--- src/carrier_timer_pkg.sv ---
package carrier_timer_pkg;

  // ==========================================================================
  // Register word addresses (each register takes one aligned word).
  // Some printed offsets are not multiples of four, so each offset is an index.
  localparam logic [7:0] IDX_RELOAD  = 8'hCD;
  localparam logic [7:0] IDX_MODE    = 8'hDA;
  localparam logic [7:0] IDX_COUNT   = 8'hDB;
  localparam logic [7:0] IDX_DUTY    = 8'hE8;
  localparam logic [7:0] IDX_STATUS  = 8'hF0;

  // ==========================================================================
  // Mode register field positions.
  localparam int BIT_ENABLE     = 7;
  localparam int BIT_RATE_HI    = 6;
  localparam int BIT_RATE_LO    = 4;
  localparam int BIT_CLK_SRC    = 3;
  localparam int BIT_IR_LEVEL   = 2;
  localparam int BIT_IR_OUT_EN  = 1;
  localparam int BIT_CARRIER_EN = 0;

  // Status/control register field positions.
  localparam int BIT_OVF_FLAG   = 0;
  localparam int BIT_OVF_IEN    = 1;
  localparam int BIT_RX_EN      = 2;
  localparam int BIT_CAP_LO     = 3;
  localparam int BIT_CAP_HI     = 4;

  // ==========================================================================
  // Reset values and counter limits.
  localparam logic [7:0] RESET_BYTE = 8'h00;
  localparam logic [7:0] COUNT_MAX  = 8'hFF;

  // ==========================================================================
  // Mode register fields, fed to the prescaler and carrier, travel together.
  typedef struct packed {
    logic       enable;
    logic [2:0] rate;
    logic       clk_src;
    logic       ir_out_en;
    logic       carrier_en;
  } mode_cfg_t;

endpackage : carrier_timer_pkg

--- src/carrier_timer.sv ---
// Notes on behaviour
// - Eight-bit counter steps once per timer clock; wrap from FF signals time-out.
// - Every overflow reloads the counter from the reload register while enabled.
// - Green mode keeps everything running but overflow never asks for wake-up.
// - IR output enable forces PWM function even with capture selected.
// - Counter halts while the enable bit is low and counts while high.
// - Overflow sets the flag, which stays until software clears it.
// - With interrupt enable set, overflow requests the timer interrupt.
// - Reload writes land in a holding buffer, moved in at next overflow.
// - Clock source bit picks instruction clock or high-speed oscillator.
// - Instruction clock: code 0 divides by 256, down to 2 for code 7.
// - Oscillator clock: codes 0-3 divide by 1,2,4,8; codes 4-7 by 16.
// - IR output enable turns the shared pin into IR output, idling high.
// - Carrier enable low holds the pin high; high outputs the carrier.
// - Counter matching the duty compare drives the PWM output high.
// - Carrier start and each overflow drive the PWM output low.
// - Power-down forces the IR output pin high.
`timescale 1ns/1ps
`default_nettype none
module carrier_timer
  import carrier_timer_pkg::*;
(
  // Clock and reset.
  input  wire logic        clk,
  input  wire logic        rst,
  // APB slave.
  input  wire logic        psel,
  input  wire logic        penable,
  input  wire logic        pwrite,
  input  wire logic [11:0] paddr,
  input  wire logic [31:0] pwdata,
  input  wire logic [3:0]  pstrb,
  output logic      [31:0] prdata,
  output logic             pready,
  output logic             pslverr,
  // System clock ticks and power state.
  input  wire logic        cpu_tick,
  input  wire logic        osc_tick,
  input  wire logic        green_mode,
  input  wire logic        power_down,
  // IR receiver and pin.
  input  wire logic        ir_rx_level,
  input  wire logic        gpio_out,
  input  wire logic        gpio_oe,
  output logic             ir_drive_pin_out,
  output logic             ir_drive_pin_oe,
  // Events to the core.
  output logic             overflow_irq,
  output logic             timeout_pulse,
  output logic             wake_request,
  output logic             capture_active,
  output logic             ir_receiver_enable
);

  // ==========================================================================
  // Register state.
  mode_cfg_t  mode;
  mode_cfg_t  next_mode;
  logic [7:0] count;
  logic [7:0] next_count;
  logic [7:0] reload_hold;
  logic [7:0] next_reload_hold;
  logic [7:0] reload_active;
  logic [7:0] next_reload_active;
  logic [7:0] duty;
  logic [7:0] next_duty;
  logic       overflow_flag;
  logic       next_overflow_flag;
  logic       overflow_irq_enable;
  logic       next_overflow_irq_enable;
  logic       next_rx_en;
  logic [1:0] capture_select;
  logic [1:0] next_capture_select;
  logic       carrier_start;
  logic       next_carrier_start;
  logic [31:0] next_prdata;

  logic       count_tick;
  logic       overflow;
  logic       pwm_level;
  logic       wr;
  logic       rd;
  logic       lane0;
  logic [9:0] idx;
  logic       known;

  // ==========================================================================
  // Bus decode. Writes take effect in the access phase; one-cycle answer.
  assign idx    = paddr[11:2];
  assign wr     = psel && penable && pwrite;
  assign rd     = psel && penable && !pwrite;
  assign lane0  = pstrb[0];
  assign pready = psel && penable;
  assign known  = (idx == {2'b00, IDX_RELOAD}) || (idx == {2'b00, IDX_MODE}) ||
                  (idx == {2'b00, IDX_COUNT}) || (idx == {2'b00, IDX_DUTY}) ||
                  (idx == {2'b00, IDX_STATUS});
  assign pslverr = psel && penable && !known;

  // ==========================================================================
  // Counter core.
  assign overflow = mode.enable && count_tick && count == COUNT_MAX;

  always_comb begin
    next_mode                = mode;
    next_count               = count;
    next_reload_hold         = reload_hold;
    next_reload_active       = reload_active;
    next_duty                = duty;
    next_overflow_flag       = overflow_flag;
    next_overflow_irq_enable = overflow_irq_enable;
    next_rx_en               = ir_receiver_enable;
    next_capture_select      = capture_select;
    next_carrier_start       = 1'b0;
    if (wr && lane0) begin
      if (idx == {2'b00, IDX_RELOAD}) begin
        next_reload_hold = pwdata[7:0];
      end else if (idx == {2'b00, IDX_MODE}) begin
        next_mode.enable     = pwdata[BIT_ENABLE];
        next_mode.rate       = pwdata[BIT_RATE_HI:BIT_RATE_LO];
        next_mode.clk_src    = pwdata[BIT_CLK_SRC];
        next_mode.ir_out_en  = pwdata[BIT_IR_OUT_EN];
        next_mode.carrier_en = pwdata[BIT_CARRIER_EN];
        next_carrier_start   = pwdata[BIT_CARRIER_EN] && !mode.carrier_en;
      end else if (idx == {2'b00, IDX_COUNT}) begin
        next_count = pwdata[7:0];
      end else if (idx == {2'b00, IDX_DUTY}) begin
        next_duty = pwdata[7:0];
      end else if (idx == {2'b00, IDX_STATUS}) begin
        if (!pwdata[BIT_OVF_FLAG]) begin
          next_overflow_flag = 1'b0;
        end
        next_overflow_irq_enable = pwdata[BIT_OVF_IEN];
        next_rx_en               = pwdata[BIT_RX_EN];
        next_capture_select      = pwdata[BIT_CAP_HI:BIT_CAP_LO];
      end
    end
    if (mode.enable && count_tick) begin
      if (overflow) begin
        next_count         = reload_hold;
        next_reload_active = reload_hold;
      end else begin
        next_count = 8'(count + 8'h01);
      end
    end
    if (overflow) begin
      next_overflow_flag = 1'b1;
    end
  end

  always_ff @(posedge clk) begin
    if (rst) begin
      mode                <= '0;
      count               <= RESET_BYTE;
      reload_hold         <= RESET_BYTE;
      reload_active       <= RESET_BYTE;
      duty                <= RESET_BYTE;
      overflow_flag       <= 1'b0;
      overflow_irq_enable <= 1'b0;
      ir_receiver_enable  <= 1'b0;
      capture_select      <= 2'b00;
      carrier_start       <= 1'b0;
      timeout_pulse       <= 1'b0;
    end else begin
      mode                <= next_mode;
      count               <= next_count;
      reload_hold         <= next_reload_hold;
      reload_active       <= next_reload_active;
      duty                <= next_duty;
      overflow_flag       <= next_overflow_flag;
      overflow_irq_enable <= next_overflow_irq_enable;
      ir_receiver_enable  <= next_rx_en;
      capture_select      <= next_capture_select;
      carrier_start       <= next_carrier_start;
      timeout_pulse       <= overflow;
    end
  end

  // ==========================================================================
  // Read data. The reload and duty registers are write-only and read zero.
  always_comb begin
    next_prdata = 32'h0000_0000;
    if (idx == {2'b00, IDX_MODE}) begin
      next_prdata[BIT_ENABLE]                = mode.enable;
      next_prdata[BIT_RATE_HI:BIT_RATE_LO]   = mode.rate;
      next_prdata[BIT_CLK_SRC]               = mode.clk_src;
      next_prdata[BIT_IR_LEVEL]              = ir_receiver_enable && ir_rx_level;
      next_prdata[BIT_IR_OUT_EN]             = mode.ir_out_en;
      next_prdata[BIT_CARRIER_EN]            = mode.carrier_en;
    end else if (idx == {2'b00, IDX_COUNT}) begin
      next_prdata[7:0] = count;
    end else if (idx == {2'b00, IDX_STATUS}) begin
      next_prdata[BIT_OVF_FLAG]          = overflow_flag;
      next_prdata[BIT_OVF_IEN]           = overflow_irq_enable;
      next_prdata[BIT_RX_EN]             = ir_receiver_enable;
      next_prdata[BIT_CAP_HI:BIT_CAP_LO] = capture_select;
    end
  end

  // Read data is registered in the setup cycle so it is stable at the access edge.
  always_ff @(posedge clk) begin
    if (rst) begin
      prdata <= 32'h0000_0000;
    end else if (psel && !penable && !pwrite) begin
      prdata <= next_prdata;
    end
  end

  // ==========================================================================
  // Sub-blocks.
  timer_prescaler u_prescaler (
    .clk        (clk),
    .rst        (rst),
    .cpu_tick   (cpu_tick),
    .osc_tick   (osc_tick),
    .enable     (mode.enable),
    .clk_src    (mode.clk_src),
    .rate       (mode.rate),
    .count_tick (count_tick)
  );

  carrier_pwm u_pwm (
    .clk           (clk),
    .rst           (rst),
    .carrier_start (carrier_start),
    .overflow      (overflow),
    .count_tick    (count_tick),
    .count         (count),
    .duty          (duty),
    .ir_out_en     (mode.ir_out_en),
    .carrier_en    (mode.carrier_en),
    .power_down    (power_down),
    .pwm_level     (pwm_level)
  );

  // ==========================================================================
  // Outputs. The core reads the flag and enable to vector to the handler.
  assign overflow_irq   = overflow_flag && overflow_irq_enable;
  // This timer never wakes the system, in green mode or otherwise.
  assign wake_request   = 1'b0;
  assign capture_active = (capture_select != 2'b00) && !mode.ir_out_en;
  // The pin follows the live gpio_out and gpio_oe inputs when IR output is off.
  assign ir_drive_pin_out = mode.ir_out_en ? pwm_level : gpio_out;
  assign ir_drive_pin_oe  = mode.ir_out_en ? 1'b1 : gpio_oe;

  logic unused;
  assign unused = green_mode ^ ^pwdata[31:8] ^ ^pstrb[3:1] ^ ^reload_active;

endmodule : carrier_timer
`default_nettype wire

--- src/timer_prescaler.sv ---
`timescale 1ns/1ps
`default_nettype none
module timer_prescaler
  import carrier_timer_pkg::*;
(
  // Clock and reset.
  input  wire logic clk,
  input  wire logic rst,
  // Source ticks and selection.
  input  wire logic cpu_tick,
  input  wire logic osc_tick,
  input  wire logic enable,
  input  wire logic clk_src,
  input  wire logic [2:0] rate,
  // Prescaled timer clock.
  output logic      count_tick
);

  logic       src_tick;
  logic [7:0] div;
  logic [7:0] next_div;
  logic [7:0] limit;

  // Divisor minus one for the selected source.
  function automatic logic [7:0] div_limit(input logic src, input logic [2:0] r);
    if (src) begin
      div_limit = r[2] ? 8'h0F : 8'((8'h01 << r[1:0]) - 8'h01);
    end else begin
      div_limit = 8'((9'h100 >> r) - 9'h001);
    end
  endfunction : div_limit

  assign src_tick = clk_src ? osc_tick : cpu_tick;
  assign limit    = div_limit(clk_src, rate);

  always_comb begin
    next_div   = div;
    count_tick = 1'b0;
    if (!enable) begin
      next_div = RESET_BYTE;
    end else if (src_tick) begin
      if (div >= limit) begin
        next_div   = RESET_BYTE;
        count_tick = 1'b1;
      end else begin
        next_div = 8'(div + 8'h01);
      end
    end
  end

  always_ff @(posedge clk) begin
    if (rst) begin
      div <= RESET_BYTE;
    end else begin
      div <= next_div;
    end
  end

endmodule : timer_prescaler
`default_nettype wire

--- src/carrier_pwm.sv ---
`timescale 1ns/1ps
`default_nettype none
module carrier_pwm
  import carrier_timer_pkg::*;
(
  // Clock and reset.
  input  wire logic       clk,
  input  wire logic       rst,
  // Timer state.
  input  wire logic       carrier_start,
  input  wire logic       overflow,
  input  wire logic       count_tick,
  input  wire logic [7:0] count,
  input  wire logic [7:0] duty,
  input  wire logic       ir_out_en,
  input  wire logic       carrier_en,
  input  wire logic       power_down,
  // Carrier level.
  output logic            pwm_level
);

  logic wave;
  logic next_wave;

  always_comb begin
    next_wave = wave;
    if (carrier_start || overflow) begin
      next_wave = 1'b0;
    end else if (count_tick && 8'(count + 8'h01) == duty) begin
      // Match on the value being stepped into, so the low part lasts duty minus reload ticks.
      next_wave = 1'b1;
    end
  end

  always_ff @(posedge clk) begin
    if (rst) begin
      wave      <= 1'b1;
      pwm_level <= 1'b1;
    end else begin
      wave <= next_wave;
      // Idle high unless the carrier runs; power-down always forces high.
      pwm_level <= (power_down || !ir_out_en || !carrier_en) ? 1'b1 : next_wave;
    end
  end

endmodule : carrier_pwm
`default_nettype wire

--- config.mk ---
export PLATFORM = sky130hd
export DESIGN_NAME = carrier_timer
export DESIGN_NICKNAME = d
export VERILOG_FILES = /design/src/carrier_timer_pkg.sv /design/src/carrier_timer.sv /design/src/timer_prescaler.sv /design/src/carrier_pwm.sv
export SDC_FILE = /design/constraint.sdc
export NUM_CORES = 1
export LEC_CHECK = 0
export BUFFER_PORTS_ARGS = -buffer_cell sky130_fd_sc_hd__buf_2
export CAP_MARGIN = 30
export CORE_UTILIZATION = 51
export DETAILED_ROUTE_END_ITERATION = 10
export HOLD_SLACK_MARGIN = 0.08
export PLACE_DENSITY = 0.8
export SYNTH_ARGS = -nofsm -noshare
export SYNTH_HDL_FRONTEND = slang
export SYNTH_SLANG_ARGS = --single-unit
--- constraint.sdc ---
create_clock -name clk -period 3.04 [get_ports clk]
set_input_delay 0.608 -clock clk [delete_from_list [all_inputs] [get_ports clk]]
set_output_delay 0.608 -clock clk [all_outputs]
set_load 0.02 [all_outputs]
==> results of run 1 <==
[worst max-delay path, delay by kind of cell]
family,cells,cell delay [ps]
buffers and inverters,2,290
AND/OR/NAND/NOR,4,1250
[cell type report]
type / count / area, um^2 / area share
flip-flops and latches: 56 / 1120 / 0.316
well taps: 75 / 93.8 / 0.0264
inverters: 6 / 22.5 / 0.00634
clock inverters: 3 / 42.5 / 0.0120
multi-input cells: 287 / 1920 / 0.540
clock buffers: 5 / 68.8 / 0.0194
repair buffers: 53 / 285 / 0.0804
[kinds of logic after synthesis]
logic type	share of synthesized area
muxes	0.142
buffers and inverters	0.0883
adders and majority gates	0.0387
and+or+nand+nor	0.225
other	0.00116
DFF	0.347
AOI/OAI and AO/OA	0.101
xor gates and xnor gates	0.0570
[layout by cell type (no fill, tap or decap), types with 2 or more instances in the layout]
cell type,count
a21o_1,2
buf_2,45
or4b_4,2
nand2b_1,5
o21ai_0,7
and3_1,3
a31oi_1,2
nor2_1,62
or3b_2,3
and2_1,3
a21oi_1,9
nand3b_1,3
a221oi_1,5
ha_1,10
buf_4,8
nand2_1,21
dfxtp_1,56
xor2_1,12
nand4_1,3
and4_1,3
mux2i_1,29
a211oi_1,9
nand3_1,11
nor3_1,6
xnor2_1,9
mux2_2,15
clkbuf_8,5
conb_1,25
o22ai_1,2
nor4_1,3
inv_1,6
[routing by layer]
metal  GRT usage  vias to the layer above
met5           0                        -
met4      0.0649                        0
met3      0.0344                       14
met2       0.376                       65
met1       0.277                     1284
li1            -                     1321
[how the worst max path moves through the flow]
| stage | startpoint | to | slack [ps] | cells past startpoint |
|---|---|---|---|---|
| after global routing | mode[2] | count[5] | 100 | 10 |
| after floorplan | mode[5] | count[6] | 510 | 10 |
| after detailed placement | mode[2] | count[5] | 150 | 10 |
| after CTS | mode[2] | count[5] | 50 | 10 |
| after global placement | mode[2] | count[3] | 230 | 10 |
| final | paddr[11] | pslverr | 280 | 6 |
[state kept, by name (all words and copies together), names as in the netlist]
name                 cells
count                    8
u_pwm.wave               1
duty                     8
mode                     7
u_pwm.pwm_level          1
capture_select           2
timeout_pulse            1
carrier_start            1
overflow_irq_enable      1
ir_receiver_enable       1
u_prescaler.div          8
reload_hold              8
prdata                   8
overflow_flag            1
[through the flow]
step	util	power (mW)	setup slack, ps	cells	hold slack (ps)
2_1_floorplan	-	0.848	510	393	441
3_3_place_gp	0.570	0.861	228	477	437
3_5_place_dp	0.570	0.862	150	477	458
4_1_cts	0.589	1.34	48.8	485	472
5_1_grt	0.589	1.38	96.2	485	494
6_report	0.589	1.33	285	485	471
[power groups by stage]
stage / combinational, mW / clock (mW) / sequential [mW]
floorplan: 0.0890 / 0 / 0.759
global placement: 0.106 / 0 / 0.754
detailed placement: 0.107 / 0 / 0.755
CTS: 0.107 / 0.492 / 0.738
global route: 0.120 / 0.527 / 0.738
finish: 0.109 / 0.485 / 0.737
[timing repair]
| action | 4_1_cts | 5_1_grt |
|---|---|---|
| resized for setup | 0 | 1 |
| setup endpoints to repair | 0 | 7 |
| setup buffers | 0 | 0 |
==> impl_results.html, run 1 <==
<table>
<tr><th>Metric</th><th>Value</th></tr>
<tr><th colspan="2">Timing</th></tr>
<tr><td>Slew at the pin with the worst max-slew slack</td><td>569 ps</td></tr>
<tr><td>Worst-case clock skew</td><td>7.06 ps</td></tr>
<tr><td>Maximum clock frequency</td><td>363 MHz</td></tr>
<tr><td>Hold Vio Cnt, Final</td><td>0</td></tr>
<tr><td>Post-route fraction of the period consumed by the critical path</td><td>0.906</td></tr>
<tr><td>Final setup violating endpoints</td><td>0</td></tr>
<tr><td>Final setup TNS</td><td>0 ps</td></tr>
<tr><td>Unrepaired setup endpoints after global routing</td><td>false</td></tr>
<tr><td>Max-slew violation count</td><td>0</td></tr>
<tr><td>Max transition margin</td><td>0.619</td></tr>
<tr><td>Final period demand of the worst path</td><td>2760 ps</td></tr>
<tr><th colspan="2">Clock tree</th></tr>
<tr><td>Clock-pin slew on the worst setup and hold paths</td><td>100 ps</td></tr>
<tr><td>Number of levels the H-tree was split into</td><td>2</td></tr>
<tr><td>TritonCTS clock tree</td><td>yes</td></tr>
<tr><td>Number of clock sinks</td><td>56</td></tr>
<tr><td>Worst-skew pair later-pin latency</td><td>310 ps</td></tr>
<tr><td>Clock buffer count from CTS</td><td>5</td></tr>
<tr><td>Buffer levels on the longest clock path</td><td>2</td></tr>
<tr><td>Count of hold buffers inserted by post-cts repair</td><td>0</td></tr>
<tr><td>Root cell of the clock tree</td><td>clkbuf_8</td></tr>
<tr><th colspan="2">Power</th></tr>
<tr><td>Net switching power of the design</td><td>0.319 mW</td></tr>
<tr><td>Power per unit of standard cell area</td><td>375 mW/mm^2</td></tr>
<tr><td>Cell internal pwr</td><td>1.01 mW</td></tr>
<tr><td>Cell leakage power</td><td>1.55 nW</td></tr>
<tr><td>Switching share of total power</td><td>0.240</td></tr>
<tr><td>Relative contribution of sequential cells to total power</td><td>0.554</td></tr>
<tr><td>VDD IR-drop max</td><td>0.203 mV</td></tr>
<tr><td>Relative contribution of the clock network to total power</td><td>0.364</td></tr>
<tr><td>Logic gate share of total power</td><td>0.082</td></tr>
<tr><th colspan="2">Floorplanning</th></tr>
<tr><td>Die Y</td><td>81.6 um</td></tr>
<tr><td>Initial cell density of the core</td><td>0.536</td></tr>
<tr><td>Area inside the core boundary</td><td>0.00603 mm^2</td></tr>
<tr><td>Area of the die</td><td>0.00665 mm^2</td></tr>
<tr><td>Number of rows created at floorplan</td><td>28</td></tr>
<tr><td>Number of top-level pins</td><td>101</td></tr>
<tr><td>Die Span X</td><td>81.6 um</td></tr>
<tr><th colspan="2">Worst setup path</th></tr>
<tr><td>Slowest stage cell on the critical path</td><td>or4b_4</td></tr>
<tr><td>Worst setup SP type</td><td>input pin</td></tr>
<tr><td>Crit path DAT</td><td>2150 ps</td></tr>
<tr><td>Worst reg2reg startpoint</td><td>mode[2]</td></tr>
<tr><td>Element type at the critical path end</td><td>primary output</td></tr>
<tr><td>Worst-case register-to-register setup slack</td><td>290 ps</td></tr>
<tr><td>Worst R2R Path Depth</td><td>10</td></tr>
<tr><td>CP Cell Sequence</td><td>buf_2, or4b_4, or4b_4, nand2_1, nor4_1, buf_2</td></tr>
<tr><td>Maximum fanout along the worst path</td><td>4</td></tr>
<tr><td>Worst reg2reg path endpoint</td><td>count[5]</td></tr>
<tr><td>Data required time at the worst endpoint</td><td>2430 ps</td></tr>
<tr><td>Path type of the worst setup path</td><td>input pin to primary output</td></tr>
<tr><td>Maximum single-stage delay on the critical path</td><td>570 ps</td></tr>
<tr><th colspan="2">Yosys</th></tr>
<tr><td>Cell variety after synth</td><td>53</td></tr>
<tr><td>Seq/Total Area, Yosys</td><td>0.347</td></tr>
<tr><td>Top-count cell post-synth</td><td>nor2_1</td></tr>
<tr><td>Mean instance size in the synthesized netlist</td><td>8.75 um^2</td></tr>
<tr><td>Post-synth top area cell</td><td>dfxtp_1</td></tr>
<tr><td>Post-synthesis instance area</td><td>0.00323 mm^2</td></tr>
<tr><td>Fraction of registers with async set or reset after synthesis</td><td>0</td></tr>
<tr><td>Instance count of the mapped netlist</td><td>369</td></tr>
<tr><td>Number of synthesized register bits</td><td>56</td></tr>
<tr><td>Leading cell types by total area after synthesis</td><td>dfxtp_1 35%, mux2i_1 9.0%, nor2_1 7.3%</td></tr>
<tr><td>Yosys warnings</td><td>0</td></tr>
<tr><td>Post-synth top area share</td><td>0.347</td></tr>
<tr><td>Main flop type after synthesis</td><td>dfxtp_1</td></tr>
<tr><td>Synth cell count leaders</td><td>63 x nor2_1, 56 x dfxtp_1, 29 x mux2i_1</td></tr>
<tr><td>Number of enable-type register cells in the synthesized netlist</td><td>0</td></tr>
<tr><th colspan="2">Layout</th></tr>
<tr><td>NumNets Final</td><td>479</td></tr>
<tr><td>Ratio of cells with drive above 1 in the final layout</td><td>0.217</td></tr>
<tr><td>FILL cells</td><td>523</td></tr>
<tr><td>Signed area change from the synthesized netlist to the final layout</td><td>9.92%</td></tr>
<tr><td>Antenna Cells</td><td>0</td></tr>
<tr><td>Area of all placed cells without fillers</td><td>0.00355 mm^2</td></tr>
<tr><th colspan="2">Routing</th></tr>
<tr><td>Initial DRC Count</td><td>162</td></tr>
<tr><td>Number of nets with antenna violations after routing</td><td>0</td></tr>
<tr><td>Total detailed-routing wirelength</td><td>6.90 mm</td></tr>
<tr><td>DRC violations left</td><td>0</td></tr>
<tr><td>Highest routed layer</td><td>met4</td></tr>
<tr><td>Wire length on met3</td><td>230 um</td></tr>
<tr><td>Routed metal-1 wirelength</td><td>3.17 mm</td></tr>
<tr><td>Wire length on met2</td><td>3.39 mm</td></tr>
<tr><td>Via density per instance</td><td>5.53</td></tr>
<tr><td>Average detailed-routed wire length per instance</td><td>14.2 um</td></tr>
<tr><td>Router iterations before antenna repair</td><td>4</td></tr>
<tr><td>Vias post-DR</td><td>2684</td></tr>
<tr><th colspan="2">Worst hold path</th></tr>
<tr><td>Worst Hold End</td><td>prdata[5]</td></tr>
<tr><td>Instance count along the most critical hold path</td><td>2</td></tr>
<tr><td>Worst min path class</td><td>flop to flop</td></tr>
<tr><td>Startpoint of the worst hold path</td><td>prdata[5]</td></tr>
<tr><th colspan="2">GRT</th></tr>
<tr><td>Pin count of the biggest net entering global routing</td><td>37</td></tr>
<tr><td>Total gr overflow</td><td>0</td></tr>
<tr><td>All-layer global routing usage</td><td>0.217</td></tr>
<tr><td>Global-route wire length before repair</td><td>11.2 mm</td></tr>
<tr><td>Vias in the first global route</td><td>2460</td></tr>
<tr><td>Number of antenna violations at the first check in global routing</td><td>0</td></tr>
<tr><th colspan="2">Flow run</th></tr>
<tr><td>Number of max-capacitance violations reported</td><td>0</td></tr>
<tr><th colspan="2">Placement</th></tr>
<tr><td>Placed Instance Area</td><td>0.00344 mm^2</td></tr>
<tr><td>Quantity of I/O buffers inserted on ports</td><td>45</td></tr>
<tr><td>GP Congestion</td><td>0.817</td></tr>
<tr><td>HPWL after detailed placement</td><td>5.10 mm</td></tr>
<tr><th colspan="2">Status</th></tr>
<tr><td>Status</td><td>finished, final reports clean</td></tr>
</table>
(Power assumes the default switching activity.)
==> run 2: changes to the inputs <==
--- a/config.mk
+++ b/config.mk
@@ -11,6 +11,9 @@
 export DETAILED_ROUTE_END_ITERATION = 10
 export HOLD_SLACK_MARGIN = 0.08
 export PLACE_DENSITY = 0.8
+export RECOVER_POWER = 100
+export REMOVE_ABC_BUFFERS = 1
+export SKIP_CTS_REPAIR_TIMING = 1
 export SYNTH_ARGS = -nofsm -noshare
 export SYNTH_HDL_FRONTEND = slang
 export SYNTH_SLANG_ARGS = --single-unit
==> impl_results.html, run 2 (same netlist as run 1, synthesis figures left out) <==
<table>
<tr><th>Metric</th><th>Value</th></tr>
<tr><th colspan="2">Status</th></tr>
<tr><td>Status</td><td>finished, final reports clean</td></tr>
<tr><th colspan="2">Power</th></tr>
<tr><td>Cell leakage power</td><td>1.45 nW</td></tr>
<tr><td>VDD IR-drop max</td><td>0.245 mV</td></tr>
<tr><td>Power per unit of standard cell area</td><td>385 mW/mm^2</td></tr>
<tr><td>Total power of the final layout</td><td>1.34 mW</td></tr>
<tr><th colspan="2">Worst setup path</th></tr>
<tr><td>Data required time at the worst endpoint</td><td>3230 ps</td></tr>
<tr><td>Worst setup SP type</td><td>input pin</td></tr>
<tr><td>CP Cell Sequence</td><td>buf_2, or4b_4, or4b_1, nor2_1, mux2i_1, nor2_1</td></tr>
<tr><td>Element type at the critical path end</td><td>flop</td></tr>
<tr><td>Critical path's most frequent cell</td><td>nor2_1</td></tr>
<tr><td>Crit path DAT</td><td>3060 ps</td></tr>
<tr><td>Number of buffer and inverter stages on the critical path</td><td>1</td></tr>
<tr><td>Maximum single-stage delay on the critical path</td><td>890 ps</td></tr>
<tr><td>Worst R2R Path Depth</td><td>10</td></tr>
<tr><td>Delay-heaviest family, CP</td><td>simple AND/OR/NAND/NOR gates</td></tr>
<tr><td>Slowest stage cell on the critical path</td><td>nor2_1</td></tr>
<tr><td>Path type of the worst setup path</td><td>input pin to flop</td></tr>
<tr><td>Maximum fanout along the worst path</td><td>8</td></tr>
<tr><td>WP depth</td><td>6</td></tr>
<tr><th colspan="2">Routing</th></tr>
<tr><td>Initial DRC Count</td><td>125</td></tr>
<tr><td>Via density per instance</td><td>5.38</td></tr>
<tr><td>Average detailed-routed wire length per instance</td><td>14.1 um</td></tr>
<tr><td>Total detailed-routing wirelength</td><td>6.81 mm</td></tr>
<tr><td>DRC violations left</td><td>0</td></tr>
<tr><td>Vias post-DR</td><td>2602</td></tr>
<tr><td>Number of nets with antenna violations after routing</td><td>0</td></tr>
<tr><td>Router iterations before antenna repair</td><td>4</td></tr>
<tr><th colspan="2">Layout</th></tr>
<tr><td>Antenna Cells</td><td>0</td></tr>
<tr><td>NumNets Final</td><td>478</td></tr>
<tr><td>Most common library cell in the layout ignoring fill and taps</td><td>nor2_1</td></tr>
<tr><td>Area of all placed cells without fillers</td><td>0.00348 mm^2</td></tr>
<tr><td>Leading cell types in the layout, fill and taps excluded</td><td>64 x nor2_1, 56 x dfxtp_1, 29 x mux2i_1, 29 x buf_2, 25 x conb_1</td></tr>
<tr><td>Signed area change from the synthesized netlist to the final layout</td><td>7.79%</td></tr>
<tr><td>FILL cells</td><td>547</td></tr>
<tr><td>Ratio of cells with drive above 1 in the final layout</td><td>0.156</td></tr>
<tr><th colspan="2">Clock tree</th></tr>
<tr><td>Buffer levels on the longest clock path</td><td>2</td></tr>
<tr><td>Worst-skew pair later-pin latency</td><td>310 ps</td></tr>
<tr><td>Clock buffer count from CTS</td><td>5</td></tr>
<tr><td>Root cell of the clock tree</td><td>clkbuf_8</td></tr>
<tr><td>Number of levels the H-tree was split into</td><td>2</td></tr>
<tr><td>TritonCTS clock tree</td><td>yes</td></tr>
<tr><td>Number of clock sinks</td><td>56</td></tr>
<tr><td>Clock-pin slew on the worst setup and hold paths</td><td>100 ps</td></tr>
<tr><th colspan="2">GRT</th></tr>
<tr><td>Number of antenna violations at the first check in global routing</td><td>0</td></tr>
<tr><td>Global-route wire length before repair</td><td>11.2 mm</td></tr>
<tr><td>All-layer global routing usage</td><td>0.220</td></tr>
<tr><td>Vias in the first global route</td><td>2392</td></tr>
<tr><td>Total gr overflow</td><td>0</td></tr>
<tr><td>Pin count of the biggest net entering global routing</td><td>31</td></tr>
<tr><th colspan="2">Timing</th></tr>
<tr><td>Hold Vio Cnt, Final</td><td>0</td></tr>
<tr><td>Fin worst setup slack</td><td>177 ps</td></tr>
<tr><td>Final setup violating endpoints</td><td>0</td></tr>
<tr><td>Unrepaired setup endpoints after global routing</td><td>false</td></tr>
<tr><td>Slew at the pin with the worst max-slew slack</td><td>1130 ps</td></tr>
<tr><td>Maximum clock frequency</td><td>349 MHz</td></tr>
<tr><td>Max-slew violation count</td><td>0</td></tr>
<tr><td>Final period demand of the worst path</td><td>2860 ps</td></tr>
<tr><td>Max transition margin</td><td>0.247</td></tr>
<tr><td>Final setup TNS</td><td>0 ps</td></tr>
<tr><td>Post-route fraction of the period consumed by the critical path</td><td>0.942</td></tr>
<tr><td>Worst-case clock skew</td><td>10.9 ps</td></tr>
<tr><th colspan="2">Floorplanning</th></tr>
<tr><td>Number of top-level pins</td><td>101</td></tr>
<tr><td>Number of rows created at floorplan</td><td>28</td></tr>
<tr><td>Area inside the core boundary</td><td>0.00603 mm^2</td></tr>
<tr><td>Die Y</td><td>81.6 um</td></tr>
<tr><td>Initial cell density of the core</td><td>0.536</td></tr>
<tr><td>Die Span X</td><td>81.6 um</td></tr>
<tr><td>Area of the die</td><td>0.00665 mm^2</td></tr>
<tr><th colspan="2">Placement</th></tr>
<tr><td>HPWL after detailed placement</td><td>4.93 mm</td></tr>
<tr><td>Placed Instance Area</td><td>0.00343 mm^2</td></tr>
<tr><td>Quantity of I/O buffers inserted on ports</td><td>45</td></tr>
<tr><td>GP Congestion</td><td>0.841</td></tr>
<tr><td>Worst setup slack after placement</td><td>211 ps</td></tr>
<tr><th colspan="2">Worst hold path</th></tr>
<tr><td>Instance count along the most critical hold path</td><td>2</td></tr>
<tr><td>Worst min path class</td><td>flop to flop</td></tr>
<tr><th colspan="2">Flow run</th></tr>
<tr><td>Number of max-capacitance violations reported</td><td>0</td></tr>
</table>
## run 2: changes by cell type in the layout (fill, tap and decap cells not counted), moves of 2 or more
cell / previous run / this run
buf_4: 8 / 4
nor2_1: 62 / 64
buf_2: 45 / 29
clkbuf_1: 0 / 19
## run 2: routing by layer
metal  wire, um  track usage
met1       3160        0.285
met3        283       0.0444
met5          0            0
met4         89       0.0789
met2       3280        0.360
## run 2: tightest hold or removal path, cell delays in order, from the launching register on
cell	delay (ps)
dfxtp_1	330
nand2_1	50
a21oi_1	50
## run 2: layout make-up
class | count | area (um^2) | share of cell area
Sequential cell | 56 | 1120 | 0.322
Timing Repair Buffer | 52 | 248 | 0.0712
Tap cell | 75 | 93.8 | 0.0270
Inverter | 6 | 22.5 | 0.00647
Clock buffer | 6 | 72.6 | 0.0208
Multi-Input combinational cell | 287 | 1880 | 0.541
Clock inverter | 2 | 38.8 | 0.0111
## run 2: path summary, 6_finish.rpt
| check | startpoint | to | slack [ps] |
|---|---|---|---|
| max | paddr[11] | reload_hold[7] | 180 |
| min reg2reg | prdata[6] | prdata[6] | 470 |
| min | prdata[6] | prdata[6] | 470 |
| max reg2reg | mode[2] | u_pwm.pwm_level | 330 |
## run 2: where the power goes
| group | leakage [nW] | internal [mW] | switching, mW |
|---|---|---|---|
| Clock | 0.0558 | 0.249 | 0.247 |
| Sequential | 0.451 | 0.736 | 0.00144 |
| Combinational | 0.947 | 0.0295 | 0.0758 |
| Total | 1.45 | 1.01 | 0.324 |
## run 2: per-stage QoR
stage / std cells / hold slack, ps / util
final: 484 / 469 / 0.578
after global routing: 484 / 489 / 0.578
after CTS: 484 / 472 / 0.587
after detailed placement: 476 / 457 / 0.569
after global placement: 476 / 439 / 0.569
after floorplan: 349 / 438 / -
==> run 3: changes to the inputs <==
--- a/config.mk
+++ b/config.mk
@@ -7,10 +7,10 @@
 export LEC_CHECK = 0
 export BUFFER_PORTS_ARGS = -buffer_cell sky130_fd_sc_hd__buf_2
 export CAP_MARGIN = 30
-export CORE_UTILIZATION = 51
+export CORE_UTILIZATION = 50
 export DETAILED_ROUTE_END_ITERATION = 10
 export HOLD_SLACK_MARGIN = 0.08
-export PLACE_DENSITY = 0.8
+export PLACE_DENSITY = 0.78
 export RECOVER_POWER = 100
 export REMOVE_ABC_BUFFERS = 1
 export SKIP_CTS_REPAIR_TIMING = 1
==> impl_results.html, run 3 (same netlist as run 1, synthesis figures left out) <==
<table>
<tr><th>Metric</th><th>Value</th></tr>
<tr><th colspan="2">Clock tree</th></tr>
<tr><td>Number of levels the H-tree was split into</td><td>2</td></tr>
<tr><td>Clock buffer count from CTS</td><td>5</td></tr>
<tr><td>Root cell of the clock tree</td><td>clkbuf_8</td></tr>
<tr><td>Worst-skew pair later-pin latency</td><td>310 ps</td></tr>
<tr><td>Buffer levels on the longest clock path</td><td>2</td></tr>
<tr><td>Clock-pin slew on the worst setup and hold paths</td><td>100 ps</td></tr>
<tr><td>TritonCTS clock tree</td><td>yes</td></tr>
<tr><td>Number of clock sinks</td><td>56</td></tr>
<tr><th colspan="2">Layout</th></tr>
<tr><td>Leading cell types in the layout, fill and taps excluded</td><td>64 x nor2_1, 56 x dfxtp_1, 29 x mux2i_1, 29 x buf_2, 25 x conb_1</td></tr>
<tr><td>Antenna Cells</td><td>0</td></tr>
<tr><td>Most common library cell in the layout ignoring fill and taps</td><td>nor2_1</td></tr>
<tr><td>Area of all placed cells without fillers</td><td>0.00349 mm^2</td></tr>
<tr><td>Ratio of cells with drive above 1 in the final layout</td><td>0.156</td></tr>
<tr><td>Post-layout util</td><td>0.575</td></tr>
<tr><td>NumNets Final</td><td>478</td></tr>
<tr><td>Layout Cells excl Fill</td><td>484</td></tr>
<tr><td>Signed area change from the synthesized netlist to the final layout</td><td>7.98%</td></tr>
<tr><th colspan="2">GRT</th></tr>
<tr><td>Number of antenna violations at the first check in global routing</td><td>0</td></tr>
<tr><td>Total gr overflow</td><td>0</td></tr>
<tr><td>Vias in the first global route</td><td>2347</td></tr>
<tr><td>All-layer global routing usage</td><td>0.220</td></tr>
<tr><td>Pin count of the biggest net entering global routing</td><td>34</td></tr>
<tr><td>Global-route wire length before repair</td><td>11.4 mm</td></tr>
<tr><th colspan="2">Power</th></tr>
<tr><td>Cell leakage power</td><td>1.46 nW</td></tr>
<tr><td>Switching share of total power</td><td>0.237</td></tr>
<tr><td>Net switching power of the design</td><td>0.322 mW</td></tr>
<tr><td>VDD IR-drop max</td><td>0.173 mV</td></tr>
<tr><td>Relative contribution of the clock network to total power</td><td>0.379</td></tr>
<tr><td>Cell internal pwr</td><td>1.03 mW</td></tr>
<tr><td>Logic gate share of total power</td><td>0.078</td></tr>
<tr><td>Total power of the final layout</td><td>1.36 mW</td></tr>
<tr><td>Power per unit of standard cell area</td><td>389 mW/mm^2</td></tr>
<tr><td>Relative contribution of sequential cells to total power</td><td>0.544</td></tr>
<tr><th colspan="2">Worst setup path</th></tr>
<tr><td>First element of the critical path</td><td>paddr[11]</td></tr>
<tr><td>Maximum fanout along the worst path</td><td>8</td></tr>
<tr><td>Crit path DAT</td><td>3050 ps</td></tr>
<tr><td>Timing endpoint of the critical path</td><td>reload_hold[7]</td></tr>
<tr><td>WP depth</td><td>6</td></tr>
<tr><td>Maximum single-stage delay on the critical path</td><td>840 ps</td></tr>
<tr><td>Element type at the critical path end</td><td>flop</td></tr>
<tr><td>CP Cell Sequence</td><td>buf_2, or4b_1, or4b_1, nor2_1, mux2i_1, nor2_1</td></tr>
<tr><td>Data required time at the worst endpoint</td><td>3220 ps</td></tr>
<tr><td>Worst R2R Path Depth</td><td>10</td></tr>
<tr><td>Worst-case register-to-register setup slack</td><td>270 ps</td></tr>
<tr><td>Number of buffer and inverter stages on the critical path</td><td>1</td></tr>
<tr><td>Path type of the worst setup path</td><td>input pin to flop</td></tr>
<tr><td>Worst reg2reg path endpoint</td><td>u_pwm.pwm_level</td></tr>
<tr><td>Slowest stage cell on the critical path</td><td>nor2_1</td></tr>
<tr><td>Worst reg2reg startpoint</td><td>mode[2]</td></tr>
<tr><td>Delay-heaviest family, CP</td><td>simple AND/OR/NAND/NOR gates</td></tr>
<tr><td>Worst setup SP type</td><td>input pin</td></tr>
<tr><th colspan="2">Placement</th></tr>
<tr><td>HPWL after detailed placement</td><td>5.03 mm</td></tr>
<tr><td>Placed cell count</td><td>476</td></tr>
<tr><td>Worst setup slack after placement</td><td>145 ps</td></tr>
<tr><td>Placed Instance Area</td><td>0.00343 mm^2</td></tr>
<tr><td>Quantity of I/O buffers inserted on ports</td><td>45</td></tr>
<tr><td>GP Congestion</td><td>0.811</td></tr>
<tr><th colspan="2">Flow run</th></tr>
<tr><td>Number of max-capacitance violations reported</td><td>0</td></tr>
<tr><th colspan="2">Routing</th></tr>
<tr><td>Total detailed-routing wirelength</td><td>6.99 mm</td></tr>
<tr><td>DRC violations left</td><td>0</td></tr>
<tr><td>Vias post-DR</td><td>2599</td></tr>
<tr><td>Average detailed-routed wire length per instance</td><td>14.4 um</td></tr>
<tr><td>Via density per instance</td><td>5.37</td></tr>
<tr><td>Initial DRC Count</td><td>122</td></tr>
<tr><td>Number of nets with antenna violations after routing</td><td>0</td></tr>
<tr><td>Router iterations before antenna repair</td><td>4</td></tr>
<tr><th colspan="2">Floorplanning</th></tr>
<tr><td>Area of the die</td><td>0.00678 mm^2</td></tr>
<tr><td>Area inside the core boundary</td><td>0.00606 mm^2</td></tr>
<tr><td>Number of top-level pins</td><td>101</td></tr>
<tr><td>Die Y</td><td>82.4 um</td></tr>
<tr><td>Number of rows created at floorplan</td><td>28</td></tr>
<tr><td>Die Span X</td><td>82.4 um</td></tr>
<tr><td>Initial cell density of the core</td><td>0.533</td></tr>
<tr><th colspan="2">Timing</th></tr>
<tr><td>Unrepaired setup endpoints after global routing</td><td>false</td></tr>
<tr><td>Final period demand of the worst path</td><td>2870 ps</td></tr>
<tr><td>Post-route fraction of the period consumed by the critical path</td><td>0.946</td></tr>
<tr><td>Final setup violating endpoints</td><td>0</td></tr>
<tr><td>Max-slew violation count</td><td>0</td></tr>
<tr><td>Final setup TNS</td><td>0 ps</td></tr>
<tr><td>Worst hold slack across all endpoints</td><td>458 ps</td></tr>
<tr><td>Max transition margin</td><td>0.293</td></tr>
<tr><td>Hold Vio Cnt, Final</td><td>0</td></tr>
<tr><td>Fin worst setup slack</td><td>165 ps</td></tr>
<tr><td>Worst-case clock skew</td><td>11.7 ps</td></tr>
<tr><td>Maximum clock frequency</td><td>348 MHz</td></tr>
<tr><td>Slew at the pin with the worst max-slew slack</td><td>1060 ps</td></tr>
<tr><th colspan="2">Status</th></tr>
<tr><td>Status</td><td>finished, final reports clean</td></tr>
<tr><th colspan="2">Worst hold path</th></tr>
<tr><td>Worst min path class</td><td>flop to flop</td></tr>
</table>
## run 3: changes by cell type in the layout (fill, tap and decap cells not counted)
cell / delta
inv_6: -1
clkbuf_8: +1
clkbuf_1: -1
or4b_1: +1
or4b_4: -1
clkinv_4: +1
## run 3: metal layers
| layer | routed length (um) | track usage | up-vias | share of wire |
|---|---|---|---|---|
| li1 | - | - | 1317 | - |
| met1 | 3310 | 0.299 | 1210 | 0.47 |
| met2 | 3380 | 0.363 | 66 | 0.48 |
| met3 | 249 | 0.0341 | 6 | 0.036 |
| met4 | 55 | 0.0526 | 0 | 0.0079 |
| met5 | 0 | 0 | - | 0 |
## run 3: area by class of cell
cell class	count	area, um^2
fill	560	2570
multi-input combinational	287	1880
sequential	56	1120
timing repair buffer	52	248
tap	75	93.8
clock buffer	6	82.6
clock inverter	2	38.8
inverter	6	22.5
## run 3: worst min-delay path: stages (launching register included)
cell     delay [ps]
dfxtp_1         320
nand2_1          50
a21oi_1          50
## run 3: power by group through the flow
stage | Sequential (mW) | Combinational [mW] | Clock, mW
global placement | 0.754 | 0.105 | 0
detailed placement | 0.755 | 0.107 | 0
CTS | 0.737 | 0.108 | 0.519
global route | 0.738 | 0.116 | 0.555
floorplan | 0.759 | 0.0541 | 0
finish | 0.738 | 0.105 | 0.513
## run 3: worst min-delay path by stage
| stage | start | end | slack (ps) | cells after the start |
|---|---|---|---|---|
| 3_3_place_gp | prdata[5] | prdata[5] | 440 | 2 |
| 5_1_grt | prdata[5] | prdata[5] | 480 | 2 |
| 6_report | prdata[5] | prdata[5] | 460 | 2 |
| 2_1_floorplan | mode[0] | carrier_start | 440 | 1 |
| 3_5_place_dp | prdata[5] | prdata[5] | 440 | 2 |
| 4_1_cts | prdata[6] | prdata[6] | 460 | 2 |
